**src/rtl/spc_params.svh**
```systemverilog
// constants for the serial port control and status register block
`ifndef SPC_PARAMS_SVH
`define SPC_PARAMS_SVH

// register location and reset value
`define SPC_CTRL_ADDR 8'h98
`define SPC_CTRL_RESET 8'h00
// bit-addressable window: bits 0..7 sit at 98h..9Fh
`define SPC_BIT_BASE 5'h13

// field positions inside the register
`define SPC_BIT_MODE_HIGH 7
`define SPC_BIT_MODE_LOW 6
`define SPC_BIT_MULTIPROC 5
`define SPC_BIT_RX_ENABLE 4
`define SPC_BIT_NINTH_TX 3
`define SPC_BIT_NINTH_RX 2
`define SPC_BIT_TX_IRQ 1
`define SPC_BIT_RX_IRQ 0

// fixed rate divisors of the cpu clock; zero means timer driven
`define SPC_DIV_SHIFT 8'h06
`define SPC_DIV_SLOW 8'h20
`define SPC_DIV_FAST 8'h10
`define SPC_DIV_TIMER 8'h00

`endif

```
**src/rtl/spc_pkg.sv**
```systemverilog
// types shared by the serial port control block
package spc_pkg;

  // serial mode as chosen by the two mode-select bits
  typedef enum logic [1:0] {
    SPC_MODE_SHIFT = 2'h0,
    SPC_MODE_8BIT = 2'h1,
    SPC_MODE_9BIT_FIXED = 2'h2,
    SPC_MODE_9BIT_VAR = 2'h3
  } spc_mode_t;

endpackage

```
**src/rtl/spc_evt_if.sv**
```systemverilog
// carrier between the register file and the event qualifier
`timescale 1ns/1ps
`default_nettype none

interface spc_evt_if;
  import spc_pkg::*;
  spc_mode_t mode; // current serial mode
  logic multiproc; // multiprocessor enable
  logic rx_done; // engine finished a character
  logic rx_ninth; // received ninth data bit
  logic rx_stop; // sampled stop bit level
  logic tx_bit8_end; // end of eighth bit time
  logic tx_stop_start; // start of stop bit
  logic set_rx_irq; // qualified receive flag set
  logic set_tx_irq; // qualified transmit flag set
  logic set_frame_err; // qualified framing error set
  logic cap_ninth_rx; // load the ninth received bit
  logic ninth_rx_val; // value to load

  // register side drives the raw events
  modport regs (
    output mode, multiproc, rx_done, rx_ninth, rx_stop,
    output tx_bit8_end, tx_stop_start,
    input set_rx_irq, set_tx_irq, set_frame_err,
    input cap_ninth_rx, ninth_rx_val
  );
  // qualifier turns raw events into flag updates
  modport qual (
    input mode, multiproc, rx_done, rx_ninth, rx_stop,
    input tx_bit8_end, tx_stop_start,
    output set_rx_irq, set_tx_irq, set_frame_err,
    output cap_ninth_rx, ninth_rx_val
  );
endinterface

`default_nettype wire

```
**src/rtl/spc_evt_qual.sv**
```systemverilog
// qualifies shifting engine events by serial mode
`timescale 1ns/1ps
`default_nettype none

module spc_evt_qual
  import spc_pkg::*;
(
  // event carrier
  spc_evt_if.qual evt
);

  // pure combinational decode, flags live in the register file
  always_comb begin
    evt.set_rx_irq = 1'b0;
    evt.set_tx_irq = 1'b0;
    evt.set_frame_err = 1'b0;
    evt.cap_ninth_rx = 1'b0;
    evt.ninth_rx_val = 1'b0;
    case (evt.mode)
      // shift register mode: no stop bit, ninth bit unused
      SPC_MODE_SHIFT: begin
        evt.set_tx_irq = evt.tx_bit8_end; // [RULE_08]
        evt.set_rx_irq = evt.rx_done;
      end
      // 8-bit asynchronous mode
      SPC_MODE_8BIT: begin
        evt.set_tx_irq = evt.tx_stop_start; // [RULE_08]
        // with multiproc set a bad stop bit suppresses the flag
        evt.set_rx_irq = evt.rx_done & (~evt.multiproc | evt.rx_stop);
        evt.cap_ninth_rx = evt.rx_done & ~evt.multiproc; // [RULE_09]
        evt.ninth_rx_val = evt.rx_stop; // [RULE_09]
        evt.set_frame_err = evt.rx_done & ~evt.rx_stop; // [RULE_02]
      end
      // both 9-bit modes behave alike here
      default: begin
        evt.set_tx_irq = evt.tx_stop_start; // [RULE_08]
        // address filtering on the ninth bit
        evt.set_rx_irq = evt.rx_done & (~evt.multiproc | evt.rx_ninth);
        evt.cap_ninth_rx = evt.rx_done; // [RULE_09]
        evt.ninth_rx_val = evt.rx_ninth; // [RULE_09]
        evt.set_frame_err = evt.rx_done & ~evt.rx_stop; // [RULE_02]
      end
    endcase
  end

endmodule

`default_nettype wire

```
**src/rtl/spc_serial_ctrl.sv**
```systemverilog
// serial port control and status register with framing error view
`timescale 1ns/1ps
`default_nettype none
`include "spc_params.svh"

// Operation
// [RULE_01] top bit shows mode-high or framing error
// [RULE_02] bad stop bit sets framing error
// [RULE_03] framing error sticky until software clears
// [RULE_04] mode bits; 00 is shift, clock/6
// [RULE_05] register holds ninth bits and flags
// [RULE_06] address 98h, bit addressable, resets 00h
// [RULE_07] 01 8-bit variable; 10,11 9-bit modes
// [RULE_08] tx flag timing per mode, software clears
// [RULE_09] ninth rx bit capture per mode
// [RULE_10] multiproc blocks rx flag on ninth zero
// [RULE_11] error view writes leave mode-high intact
module spc_serial_ctrl
  import spc_pkg::*;
(
  // clock, reset, enable
  input wire logic mclk_i,
  input wire logic reset_i,
  input wire logic ce_i,
  // special function register byte access
  input wire logic [7:0] sfr_addr_i,
  input wire logic [7:0] sfr_wdata_i,
  input wire logic sfr_wr_i,
  input wire logic sfr_rd_i,
  output logic [7:0] sfr_rdata_o,
  // bit access
  input wire logic [7:0] bit_addr_i,
  input wire logic bit_wr_i,
  input wire logic bit_val_i,
  // power control bits held elsewhere
  input wire logic frame_error_select_i,
  input wire logic rate_double_select_i,
  // shifting engine events
  input wire logic rx_done_i,
  input wire logic rx_ninth_i,
  input wire logic rx_stop_i,
  input wire logic tx_bit8_end_i,
  input wire logic tx_stop_start_i,
  // control outputs to the engines
  output logic [1:0] mode_o,
  output logic multiproc_enable_o,
  output logic rx_enable_o,
  output logic ninth_tx_bit_o,
  output logic ninth_rx_bit_o,
  output logic tx_irq_flag_o,
  output logic rx_irq_flag_o,
  output logic framing_error_flag_o,
  output logic [7:0] baud_div_o
);

  spc_evt_if evt(); // event carrier to the qualifier

  logic mode_select_high_reg; // stored upper mode bit
  logic mode_select_low_reg; // lower mode bit
  logic multiproc_enable_reg; // address filtering enable
  logic rx_enable_reg; // reception enable
  logic ninth_tx_bit_reg; // ninth bit to send
  logic ninth_rx_bit_reg; // ninth bit received
  logic tx_irq_flag_reg; // transmit done flag
  logic rx_irq_flag_reg; // receive done flag
  logic framing_error_flag_reg; // sticky stop bit error
  logic [7:0] rdata_reg; // registered read data
  logic [7:0] baud_div_reg; // fixed divisor or timer marker
  logic [7:0] ctrl_view; // register as software sees it
  logic [7:0] wr_mask; // bits being written this cycle
  logic [7:0] wr_val; // values for those bits
  logic byte_hit; // byte write to our address
  logic bit_hit; // bit write into our window

  assign evt.mode = spc_mode_t'({mode_select_high_reg,
                                 mode_select_low_reg}); // [RULE_04]
  assign evt.multiproc = multiproc_enable_reg;
  assign evt.rx_done = rx_done_i;
  assign evt.rx_ninth = rx_ninth_i;
  assign evt.rx_stop = rx_stop_i;
  assign evt.tx_bit8_end = tx_bit8_end_i;
  assign evt.tx_stop_start = tx_stop_start_i;

  // event qualifier
  spc_evt_qual u_qual (
    .evt(evt.qual)
  );

  // register view, top bit chosen by the power control select
  always_comb begin
    ctrl_view = {
      frame_error_select_i ? framing_error_flag_reg
                           : mode_select_high_reg, // [RULE_01]
      mode_select_low_reg,
      multiproc_enable_reg,
      rx_enable_reg,
      ninth_tx_bit_reg,
      ninth_rx_bit_reg,
      tx_irq_flag_reg,
      rx_irq_flag_reg
    }; // [RULE_05]
  end

  // address decode for byte and bit writes
  always_comb begin
    byte_hit = sfr_wr_i && (sfr_addr_i == `SPC_CTRL_ADDR); // [RULE_06]
    bit_hit = bit_wr_i && (bit_addr_i[7:3] == `SPC_BIT_BASE); // [RULE_06]
    wr_mask = 8'h00;
    wr_val = 8'h00;
    if (byte_hit) begin
      wr_mask = 8'hFF;
      wr_val = sfr_wdata_i;
    end else if (bit_hit) begin
      // single bit, others untouched
      wr_mask = 8'h01 << bit_addr_i[2:0];
      wr_val = {8{bit_val_i}};
    end
  end

  // plain software bits
  always_ff @(posedge mclk_i) begin
    if (reset_i) begin
      mode_select_low_reg <= 1'b0;
      multiproc_enable_reg <= 1'b0;
      rx_enable_reg <= 1'b0;
      ninth_tx_bit_reg <= 1'b0;
    end else if (ce_i) begin
      if (wr_mask[`SPC_BIT_MODE_LOW])
        mode_select_low_reg <= wr_val[`SPC_BIT_MODE_LOW];
      if (wr_mask[`SPC_BIT_MULTIPROC])
        multiproc_enable_reg <= wr_val[`SPC_BIT_MULTIPROC];
      if (wr_mask[`SPC_BIT_RX_ENABLE])
        rx_enable_reg <= wr_val[`SPC_BIT_RX_ENABLE];
      if (wr_mask[`SPC_BIT_NINTH_TX])
        ninth_tx_bit_reg <= wr_val[`SPC_BIT_NINTH_TX];
    end
  end

  // shared top bit: writes land on whichever field is in view
  always_ff @(posedge mclk_i) begin
    if (reset_i) begin
      mode_select_high_reg <= 1'b0;
    end else if (ce_i) begin
      // held while the error view is selected
      if (wr_mask[`SPC_BIT_MODE_HIGH] && !frame_error_select_i)
        mode_select_high_reg <= wr_val[`SPC_BIT_MODE_HIGH]; // [RULE_11]
    end
  end

  // sticky framing error; a new error beats a clearing write
  always_ff @(posedge mclk_i) begin
    if (reset_i) begin
      framing_error_flag_reg <= 1'b0;
    end else if (ce_i) begin
      if (evt.set_frame_err)
        framing_error_flag_reg <= 1'b1; // [RULE_02]
      else if (wr_mask[`SPC_BIT_MODE_HIGH] && frame_error_select_i)
        framing_error_flag_reg <= wr_val[`SPC_BIT_MODE_HIGH]; // [RULE_03]
    end
  end

  // ninth received bit, loaded by hardware, writable by software
  always_ff @(posedge mclk_i) begin
    if (reset_i) begin
      ninth_rx_bit_reg <= 1'b0;
    end else if (ce_i) begin
      if (evt.cap_ninth_rx)
        ninth_rx_bit_reg <= evt.ninth_rx_val; // [RULE_09]
      else if (wr_mask[`SPC_BIT_NINTH_RX])
        ninth_rx_bit_reg <= wr_val[`SPC_BIT_NINTH_RX];
    end
  end

  // transmit flag, set wins over a clearing write
  always_ff @(posedge mclk_i) begin
    if (reset_i) begin
      tx_irq_flag_reg <= 1'b0;
    end else if (ce_i) begin
      if (evt.set_tx_irq)
        tx_irq_flag_reg <= 1'b1; // [RULE_08]
      else if (wr_mask[`SPC_BIT_TX_IRQ])
        tx_irq_flag_reg <= wr_val[`SPC_BIT_TX_IRQ]; // [RULE_08]
    end
  end

  // receive flag, qualified by multiproc filtering
  always_ff @(posedge mclk_i) begin
    if (reset_i) begin
      rx_irq_flag_reg <= 1'b0;
    end else if (ce_i) begin
      if (evt.set_rx_irq)
        rx_irq_flag_reg <= 1'b1; // [RULE_10]
      else if (wr_mask[`SPC_BIT_RX_IRQ])
        rx_irq_flag_reg <= wr_val[`SPC_BIT_RX_IRQ];
    end
  end

  // registered read port, unmapped addresses read zero
  always_ff @(posedge mclk_i) begin
    if (reset_i) begin
      rdata_reg <= `SPC_CTRL_RESET;
    end else if (ce_i) begin
      if (sfr_rd_i && (sfr_addr_i == `SPC_CTRL_ADDR))
        rdata_reg <= ctrl_view; // [RULE_01]
      else
        rdata_reg <= 8'h00;
    end
  end

  // rate divisor follows the mode; timer modes report zero
  always_ff @(posedge mclk_i) begin
    if (reset_i) begin
      baud_div_reg <= `SPC_DIV_SHIFT;
    end else if (ce_i) begin
      case (evt.mode)
        SPC_MODE_SHIFT: baud_div_reg <= `SPC_DIV_SHIFT; // [RULE_04]
        SPC_MODE_9BIT_FIXED: begin
          // double rate select halves the divisor
          baud_div_reg <= rate_double_select_i ? `SPC_DIV_FAST
                                               : `SPC_DIV_SLOW; // [RULE_07]
        end
        default: baud_div_reg <= `SPC_DIV_TIMER; // [RULE_07]
      endcase
    end
  end

  // outputs straight from flops
  assign sfr_rdata_o = rdata_reg;
  assign mode_o = {mode_select_high_reg, mode_select_low_reg};
  assign multiproc_enable_o = multiproc_enable_reg;
  assign rx_enable_o = rx_enable_reg;
  assign ninth_tx_bit_o = ninth_tx_bit_reg;
  assign ninth_rx_bit_o = ninth_rx_bit_reg;
  assign tx_irq_flag_o = tx_irq_flag_reg;
  assign rx_irq_flag_o = rx_irq_flag_reg;
  assign framing_error_flag_o = framing_error_flag_reg;
  assign baud_div_o = baud_div_reg;

endmodule

`default_nettype wire

```
**config.mk**
```make
export PLATFORM = sky130hd
export DESIGN_NAME = spc_serial_ctrl
export DESIGN_NICKNAME = d
export VERILOG_FILES = /design/src/rtl/spc_pkg.sv /design/src/rtl/spc_evt_if.sv /design/src/rtl/spc_evt_qual.sv /design/src/rtl/spc_serial_ctrl.sv
export VERILOG_INCLUDE_DIRS = /design/src /design/src/rtl
export SDC_FILE = /design/constraint.sdc
export NUM_CORES = 1
export LEC_CHECK = 0
export ABC_AREA = 1
export ABC_CLOCK_PERIOD_IN_PS = 1600
export BUFFER_PORTS_ARGS = -buffer_cell sky130_fd_sc_hd__buf_4
export CORE_ASPECT_RATIO = 0.5
export CORE_MARGIN = 3
export CORE_UTILIZATION = 40
export DETAILED_ROUTE_END_ITERATION = 6
export PLACE_DENSITY = 0.71
export SLEW_MARGIN = 10
export SYNTH_ARGS = -nofsm -noshare
export SYNTH_HDL_FRONTEND = slang
export SYNTH_SLANG_ARGS = --single-unit
```
**constraint.sdc**
```tcl
create_clock -name mclk_i -period 1.6 [get_ports mclk_i]
set_clock_uncertainty 0.15 [all_clocks]
set_input_delay 0.24 -clock mclk_i [delete_from_list [all_inputs] [get_ports mclk_i]]
set_output_delay 0.24 -clock mclk_i [all_outputs]
set_load 0.005 [all_outputs]
```
==> results of run 1 <==
-- stage by stage --
stage / setup slack (ns) / cell area, sq um / hold WS, ns / utilization [%]
global route: 0.001424 / 1856 / 0.07564 / 59.85
global placement: 0.1371 / 1784 / 0.3036 / 57.55
finish: 0.1073 / 1856 / 0.08032 / 59.85
floorplan: 0.2783 / 1354 / 0.2495 / -
CTS: 0.1073 / 1856 / 0.08522 / 59.85
detailed placement: 0.1082 / 1784 / 0.3072 / 57.55
-- logic make-up (layout without fill, tap and decap cells) --
group,count (synthesis),after routing,share of synthesized area [%]
other,1,4,0.2793
and+or+nand+nor,125,125,45.29
buffers and inverters,36,88,12.49
AOI/OAI and AO/OA,30,30,12.12
DFF,20,20,29.82
-- worst paths after layout --
kind	start	endpoint	slack (ns)
max	mode_select_high_reg$_SDFFE_PP0P_	tx_irq_flag_o$_SDFFE_PP0P_	0.11
min	reset_i	sfr_rdata_o[0]$_SDFFE_PP0P_	0.08
max reg2reg	mode_select_high_reg$_SDFFE_PP0P_	tx_irq_flag_o$_SDFFE_PP0P_	0.11
min reg2reg	sfr_rdata_o[0]$_SDFFE_PP0P_	sfr_rdata_o[0]$_SDFFE_PP0P_	0.32
-- worst max-delay path, cell delays in order (launching register included) --
cell,delay [ns]
dfxtp_1,0.48
nor2_2,0.10
or2_1,0.21
o21ai_1,0.11
nand3_1,0.11
nand2_1,0.09
nand2_1,0.05
nand2_1,0.05
nor2_1,0.04
-- power by group through the flow --
stage	sequential [mW]	combinational, mW	clock, mW
6_report	0.512	0.196	0.511
3_5_place_dp	0.524	0.196	0
5_1_grt	0.514	0.218	0.538
3_3_place_gp	0.523	0.193	0
2_1_floorplan	0.523	0.0914	0
4_1_cts	0.512	0.196	0.513
-- cells in the final DEF, fill, tap and decap left out, types with 4 or more instances in the layout --
master   netlist  routed
dfxtp_1       20      20
inv_1         19      19
nand3_1       33      33
nand2_1       50      50
buf_4          8      62
o21ai_1        4       4
nor2_1        24      24
conb_1         1       4
o21ai_0        6       6
nor2_4         5       5
a21oi_1       17      17
-- layout make-up --
class                      instances  area (sq um)  area share, %
clock buffer                       3         41.29          2.225
inverter                          22         82.58          4.450
clock inverter                     1         30.03          1.618
tap                               40         50.05          2.697
sequential                        20         400.4          21.58
timing repair buffer              62         465.4          25.08
multi-input combinational        159         785.8          42.35
-- metal layers --
layer	up-vias	wire length (um)
met4	0	18
met1	658	1791
li1	781	-
met3	2	318
met2	62	1614
met5	-	0
==> summary.md, run 1 <==
| Metric | Value |
|---|---|
| Worst endpoint required time | `1.61 ns` |
| Hpwl dp | `2927 um` |
| Gr ovfl total | `0` |
| Top cells by area, synth | `dfxtp_1 30%, nand2_1 14%, nand3_1 12%` |
| # setup viols final | `0` |
| CTS root buf | `clkbuf_8` |
| Slew Limit Fails | `0` |
| Total Power | `1.219 mW` |
| Layout cells sized above 1 | `a little under a third` |
| Antenna viol nets, final | `0` |
| Final worst-path cycle share | `93.30%` |
| Fill cell count | `321` |
| Core area | `slightly above 0.003 sq mm` |
| Final Wtd Congestion | `0.8623` |
| Worst r2r path cells | `8` |
| Class of the worst hold path | `in -> reg` |
| GRT met3 Usage | `3.503%` |
| Yosys top cell by area | `dfxtp_1` |
| Worst hold stages | `2` |
| Post-synthesis sequential area ratio | `29.82%` |
| Top_reg_cell synth | `dfxtp_1` |
| Row count | `14` |
| Number of global-route vias before repair | `1225` |
| Most common cell in the netlist | `nand2_1` |
| Switching pwr | `281.6 uW` |
| Peak VDD IR | `slightly below 0.3 mV` |
| GRT Total Usage | `18.37%` |
| Met2 usage | `roughly 29%` |
| Clock power frac | `41.9%` |
| Fin cells | `307` |
| I/O Buffers | `58` |
| Pre-antenna DRT Iters | `4` |
| Hold violation total from the final report | `0` |
| DRC | `0` |
| CTS tree | `done` |
| Setup_tns | `0 ns` |
| Total CTS buffers | `3` |
| Post-CTS sizing | `0` |
| Static leakage | `0.8982 nW` |
| Initial drt markers | `89` |
| Initial core utilization | `approximately 43%` |
| Clock Path Buffers | `2` |
| Combinational group share of total power | `~16%` |
| Cells after synthesis | `212` |
| CTS H-tree depth | `1` |
| Crit Path Class | `reg -> reg` |
| Die width | `87.93 um` |
| WP data arrival | `1.51 ns` |
| CP Launch Type | `flop` |
| Die height | `46.97 um` |
| Asr flop ratio synth | `0%` |
| I/O pins | `63` |
| Hold_buf cts | `0` |
| GRT Max-Usage Layer | `met2` |
| Switching share of power | `between 20% and 30%` |
| Synth top cells by count | `50 x nand2_1, 33 x nand3_1, 24 x nor2_1, 20 x dfxtp_1, 19 x inv_1` |
| Inserted Diodes | `0` |
| WL/cell | `12.19 um` |
| Avg Inst Size Synth | `~6.3 sq um` |
| Crit path time final | `1.493 ns` |
| Initial antenna violation count | `0` |
| Clock transition at path regs | `0.08 ns` |
| Yosys reg bits | `20` |
| Post-synth cell types | `26` |
| Share of power burned in registers | `42.0%` |
| Via density | `4.896` |
| Max reg flops | `8` |
| Vias | `1503` |
| Synthesized area | `0.001343 sq mm` |
| Worst-Skew Late Latency | `0.26 ns` |
| Synth warn | `0` |
| Post-synth top area share | `29.82%` |
| Area grow syn2layout | `38.21%` |
| Grt met1 use | `26.87%` |
| Post-synth EDFFs | `0` |
| Final Net Count | `306` |
| CP Max Fanout | `6` |
| PD cells | `656.9 mW/mm^2` |
| Critical Path End Type | `flop` |
| RSZ-0062 raised after global routing | `no` |
| Die area | `0.004130 sq mm` |
| FMAX | `between 600 and 700 MHz` |
| Outcome | `completed` |
| Internal Power | `937.3 uW` |
| CTS Sinks | `20` |
| Largest net degree at the start of global routing | `25` |
| Max-cap violation count | `0` |
| First-pass GRT wire length | `5844 um` |
| DP Cell Count | `303` |
| Routed WL | `3743 um` |
| Post-CTS setup buffer count | `0` |
Note: power is estimated with default switching activity, not from simulation.
==> run 2, diff against run 1 <==
--- a/config.mk
+++ b/config.mk
@@ -9,11 +9,13 @@
 export ABC_AREA = 1
 export ABC_CLOCK_PERIOD_IN_PS = 1600
 export BUFFER_PORTS_ARGS = -buffer_cell sky130_fd_sc_hd__buf_4
+export CELL_PAD_IN_SITES_DETAIL_PLACEMENT = 0
+export CELL_PAD_IN_SITES_GLOBAL_PLACEMENT = 2
 export CORE_ASPECT_RATIO = 0.5
-export CORE_MARGIN = 3
-export CORE_UTILIZATION = 40
+export CORE_MARGIN = 4
+export CORE_UTILIZATION = 23
 export DETAILED_ROUTE_END_ITERATION = 6
-export PLACE_DENSITY = 0.71
+export PLACE_DENSITY_LB_ADDON = 0.1
 export SLEW_MARGIN = 10
 export SYNTH_ARGS = -nofsm -noshare
 export SYNTH_HDL_FRONTEND = slang
==> run 2 against run 1 <==
Combinational power about the same. Critical path depth down 1. Highest routed layer unchanged. Die area increased by 74%. Clock-buffer cell count up 1. Utilization shrank 25 points. Sequential power hardly changed. Critical path type unchanged. Flip-flop and latch count did not move. Via count grew 0.13%. Worst setup slack improved by 0.087 ns. Sequential share of layout area down 0.80 points.
==> summary.md, run 2 (synthesis results as in run 1) <==
| Metric | Value |
|---|---|
| Fin cells | `340` |
| Max-cap violation count | `0` |
| Total CTS buffers | `3` |
| Antenna viol nets, final | `0` |
| I/O pins | `63` |
| Critical Path End Type | `flop` |
| FMAX | `711.5 MHz` |
| Most frequent cells in the layout | `61 x buf_4, 50 x nand2_1, 33 x nand3_1, 24 x nor2_1, 20 x dfxtp_1` |
| CP Max Fanout | `5` |
| Peak VDD IR | `0.4251 mV` |
| WP data arrival | `1.40 ns` |
| Hpwl dp | `3533 um` |
| Reg2Reg Setup Slack | `between 0.15 and 0.2 ns` |
| Worst endpoint required time | `approximately 1.6 ns` |
| First-pass GRT wire length | `between 6000 and 7000 um` |
| Routed WL | `4254 um` |
| CTS tree | `done` |
| Setup_tns | `0 ns` |
| Worst-Skew Late Latency | `0.25 ns` |
| CP Launch Type | `flop` |
| PD cells | `between 600 and 700 mW/mm^2` |
| RSZ-0062 raised after global routing | `no` |
| Initial antenna violation count | `0` |
| DRC | `0` |
| Number of global-route vias before repair | `1375` |
| CTS root buf | `clkbuf_16` |
| Final Wtd Congestion | `between 0.7 and 0.8` |
| # setup viols final | `0` |
| Die area | `just over 0.007 sq mm` |
| Initial drt markers | `51` |
| Post-CTS setup buffer count | `0` |
| Final worst-path cycle share | `87.84%` |
| GRT Total Usage | `around an eighth` |
| Worst reg2reg path endpoint | `ninth_rx_bit_o$_SDFFE_PP0P_` |
| Die height | `about 62 um` |
| Largest net degree at the start of global routing | `17` |
| Min-Delay Endpoint | `baud_div_o[4]$_SDFFE_PP0P_` |
| Crit Path Class | `reg -> reg` |
| Hold violation total from the final report | `0` |
| Gr ovfl total | `0` |
| Inserted Diodes | `0` |
| Max reg flops | `8` |
| Final Net Count | `306` |
| Vias | `between 1500 and 2000` |
| Pre-antenna DRT Iters | `4` |
| Static leakage | `about 0.91 nW` |
| Worst r2r path cells | `7` |
| Worst hold stages | `2` |
| DP Cell Count | `336` |
| Area grow syn2layout | `43.52%` |
| Initial core utilization | `24.13%` |
| Layout cells sized above 1 | `between 30% and 40%` |
| Clock transition at path regs | `0.06 ns` |
| Crit path time final | `between 1 and 1.5 ns` |
| Hold_buf cts | `0` |
| WL/cell | `12.51 um` |
| Clock Path Buffers | `2` |
| RR Startpoint | `mode_select_high_reg$_SDFFE_PP0P_` |
| Die width | `about 120 um` |
| Via density | `4.426` |
| Class of the worst hold path | `in -> reg` |
| Outcome | `completed` |
| I/O Buffers | `58` |
| Row count | `19` |
| Core area | `approximately 0.0056 sq mm` |
| CTS H-tree depth | `1` |
| Slew Limit Fails | `0` |
| CTS Sinks | `20` |
| Hold Startpoint | `ce_i` |
| Leading cell type in the layout, fill and taps excluded | `buf_4` |
| Post-CTS sizing | `0` |
| Fill cell count | `624` |
==> run 2: layout make-up <==
class | count | area (sq um) | area share [%]
Timing Repair Buffer | 62 | 478.0 | 24.81
Tap cell | 73 | 91.34 | 4.740
Multi-Input combinational cell | 159 | 785.8 | 40.78
Inverter | 22 | 82.58 | 4.286
Sequential cell | 20 | 400.4 | 20.78
Clock buffer | 4 | 88.84 | 4.610
==> run 2: worst max path at each step <==
stage | to | from | depth (start not counted) | slack [ns]
after floorplan | tx_irq_flag_o$_SDFFE_PP0P_ | mode_select_high_reg$_SDFFE_PP0P_ | 9 | 0.28
after global placement | mode_select_low_reg$_SDFFE_PP0P_ | bit_addr_i[6] | 7 | 0.06
after detailed placement | mode_select_low_reg$_SDFFE_PP0P_ | bit_addr_i[6] | 7 | 0.07
after CTS | tx_irq_flag_o$_SDFFE_PP0P_ | mode_select_high_reg$_SDFFE_PP0P_ | 8 | 0.18
after global routing | ninth_rx_bit_o$_SDFFE_PP0P_ | multiproc_enable_o$_SDFFE_PP0P_ | 7 | 0.01
final | ninth_rx_bit_o$_SDFFE_PP0P_ | mode_select_high_reg$_SDFFE_PP0P_ | 7 | 0.19
==> run 2: stage by stage <==
stage | hold slack [ns] | setup slack [ns] | power, mW | utilization (%) | instance area [sq um]
CTS | 0.1032 | 0.1819 | 1.294 | 34.64 | 1927
detailed placement | 0.3116 | 0.06701 | 0.7227 | 33.04 | 1838
finish | 0.1047 | 0.1945 | 1.272 | 34.64 | 1927
global route | 0.1133 | 0.01013 | 1.337 | 34.64 | 1927
floorplan | 0.2495 | 0.2783 | 0.6147 | - | 1354
global placement | 0.3046 | 0.06030 | 0.7202 | 33.04 | 1838
==> run 2: power by group <==
group	internal [mW]	switching, mW	total [mW]
sequential	0.507	0.00619	0.513
clock	0.381	0.182	0.563
combinational	0.0962	0.0998	0.196
==> run 2: worst max-delay path, cell delays in order (launching register included) <==
cell	delay (ns)
dfxtp_1	0.41
nor2_2	0.08
inv_2	0.10
o211ai_1	0.14
nand3_1	0.13
nand2_1	0.08
nor2_1	0.15
nor2_1	0.05
==> run 2: metal layers <==
layer	wire length (um)	GRT usage, %	up-vias
li1	-	-	784
met4	38	2.479	0
met2	1735	19.22	40
met1	2199	17.88	677
met5	0	0	-
met3	281	2.805	4
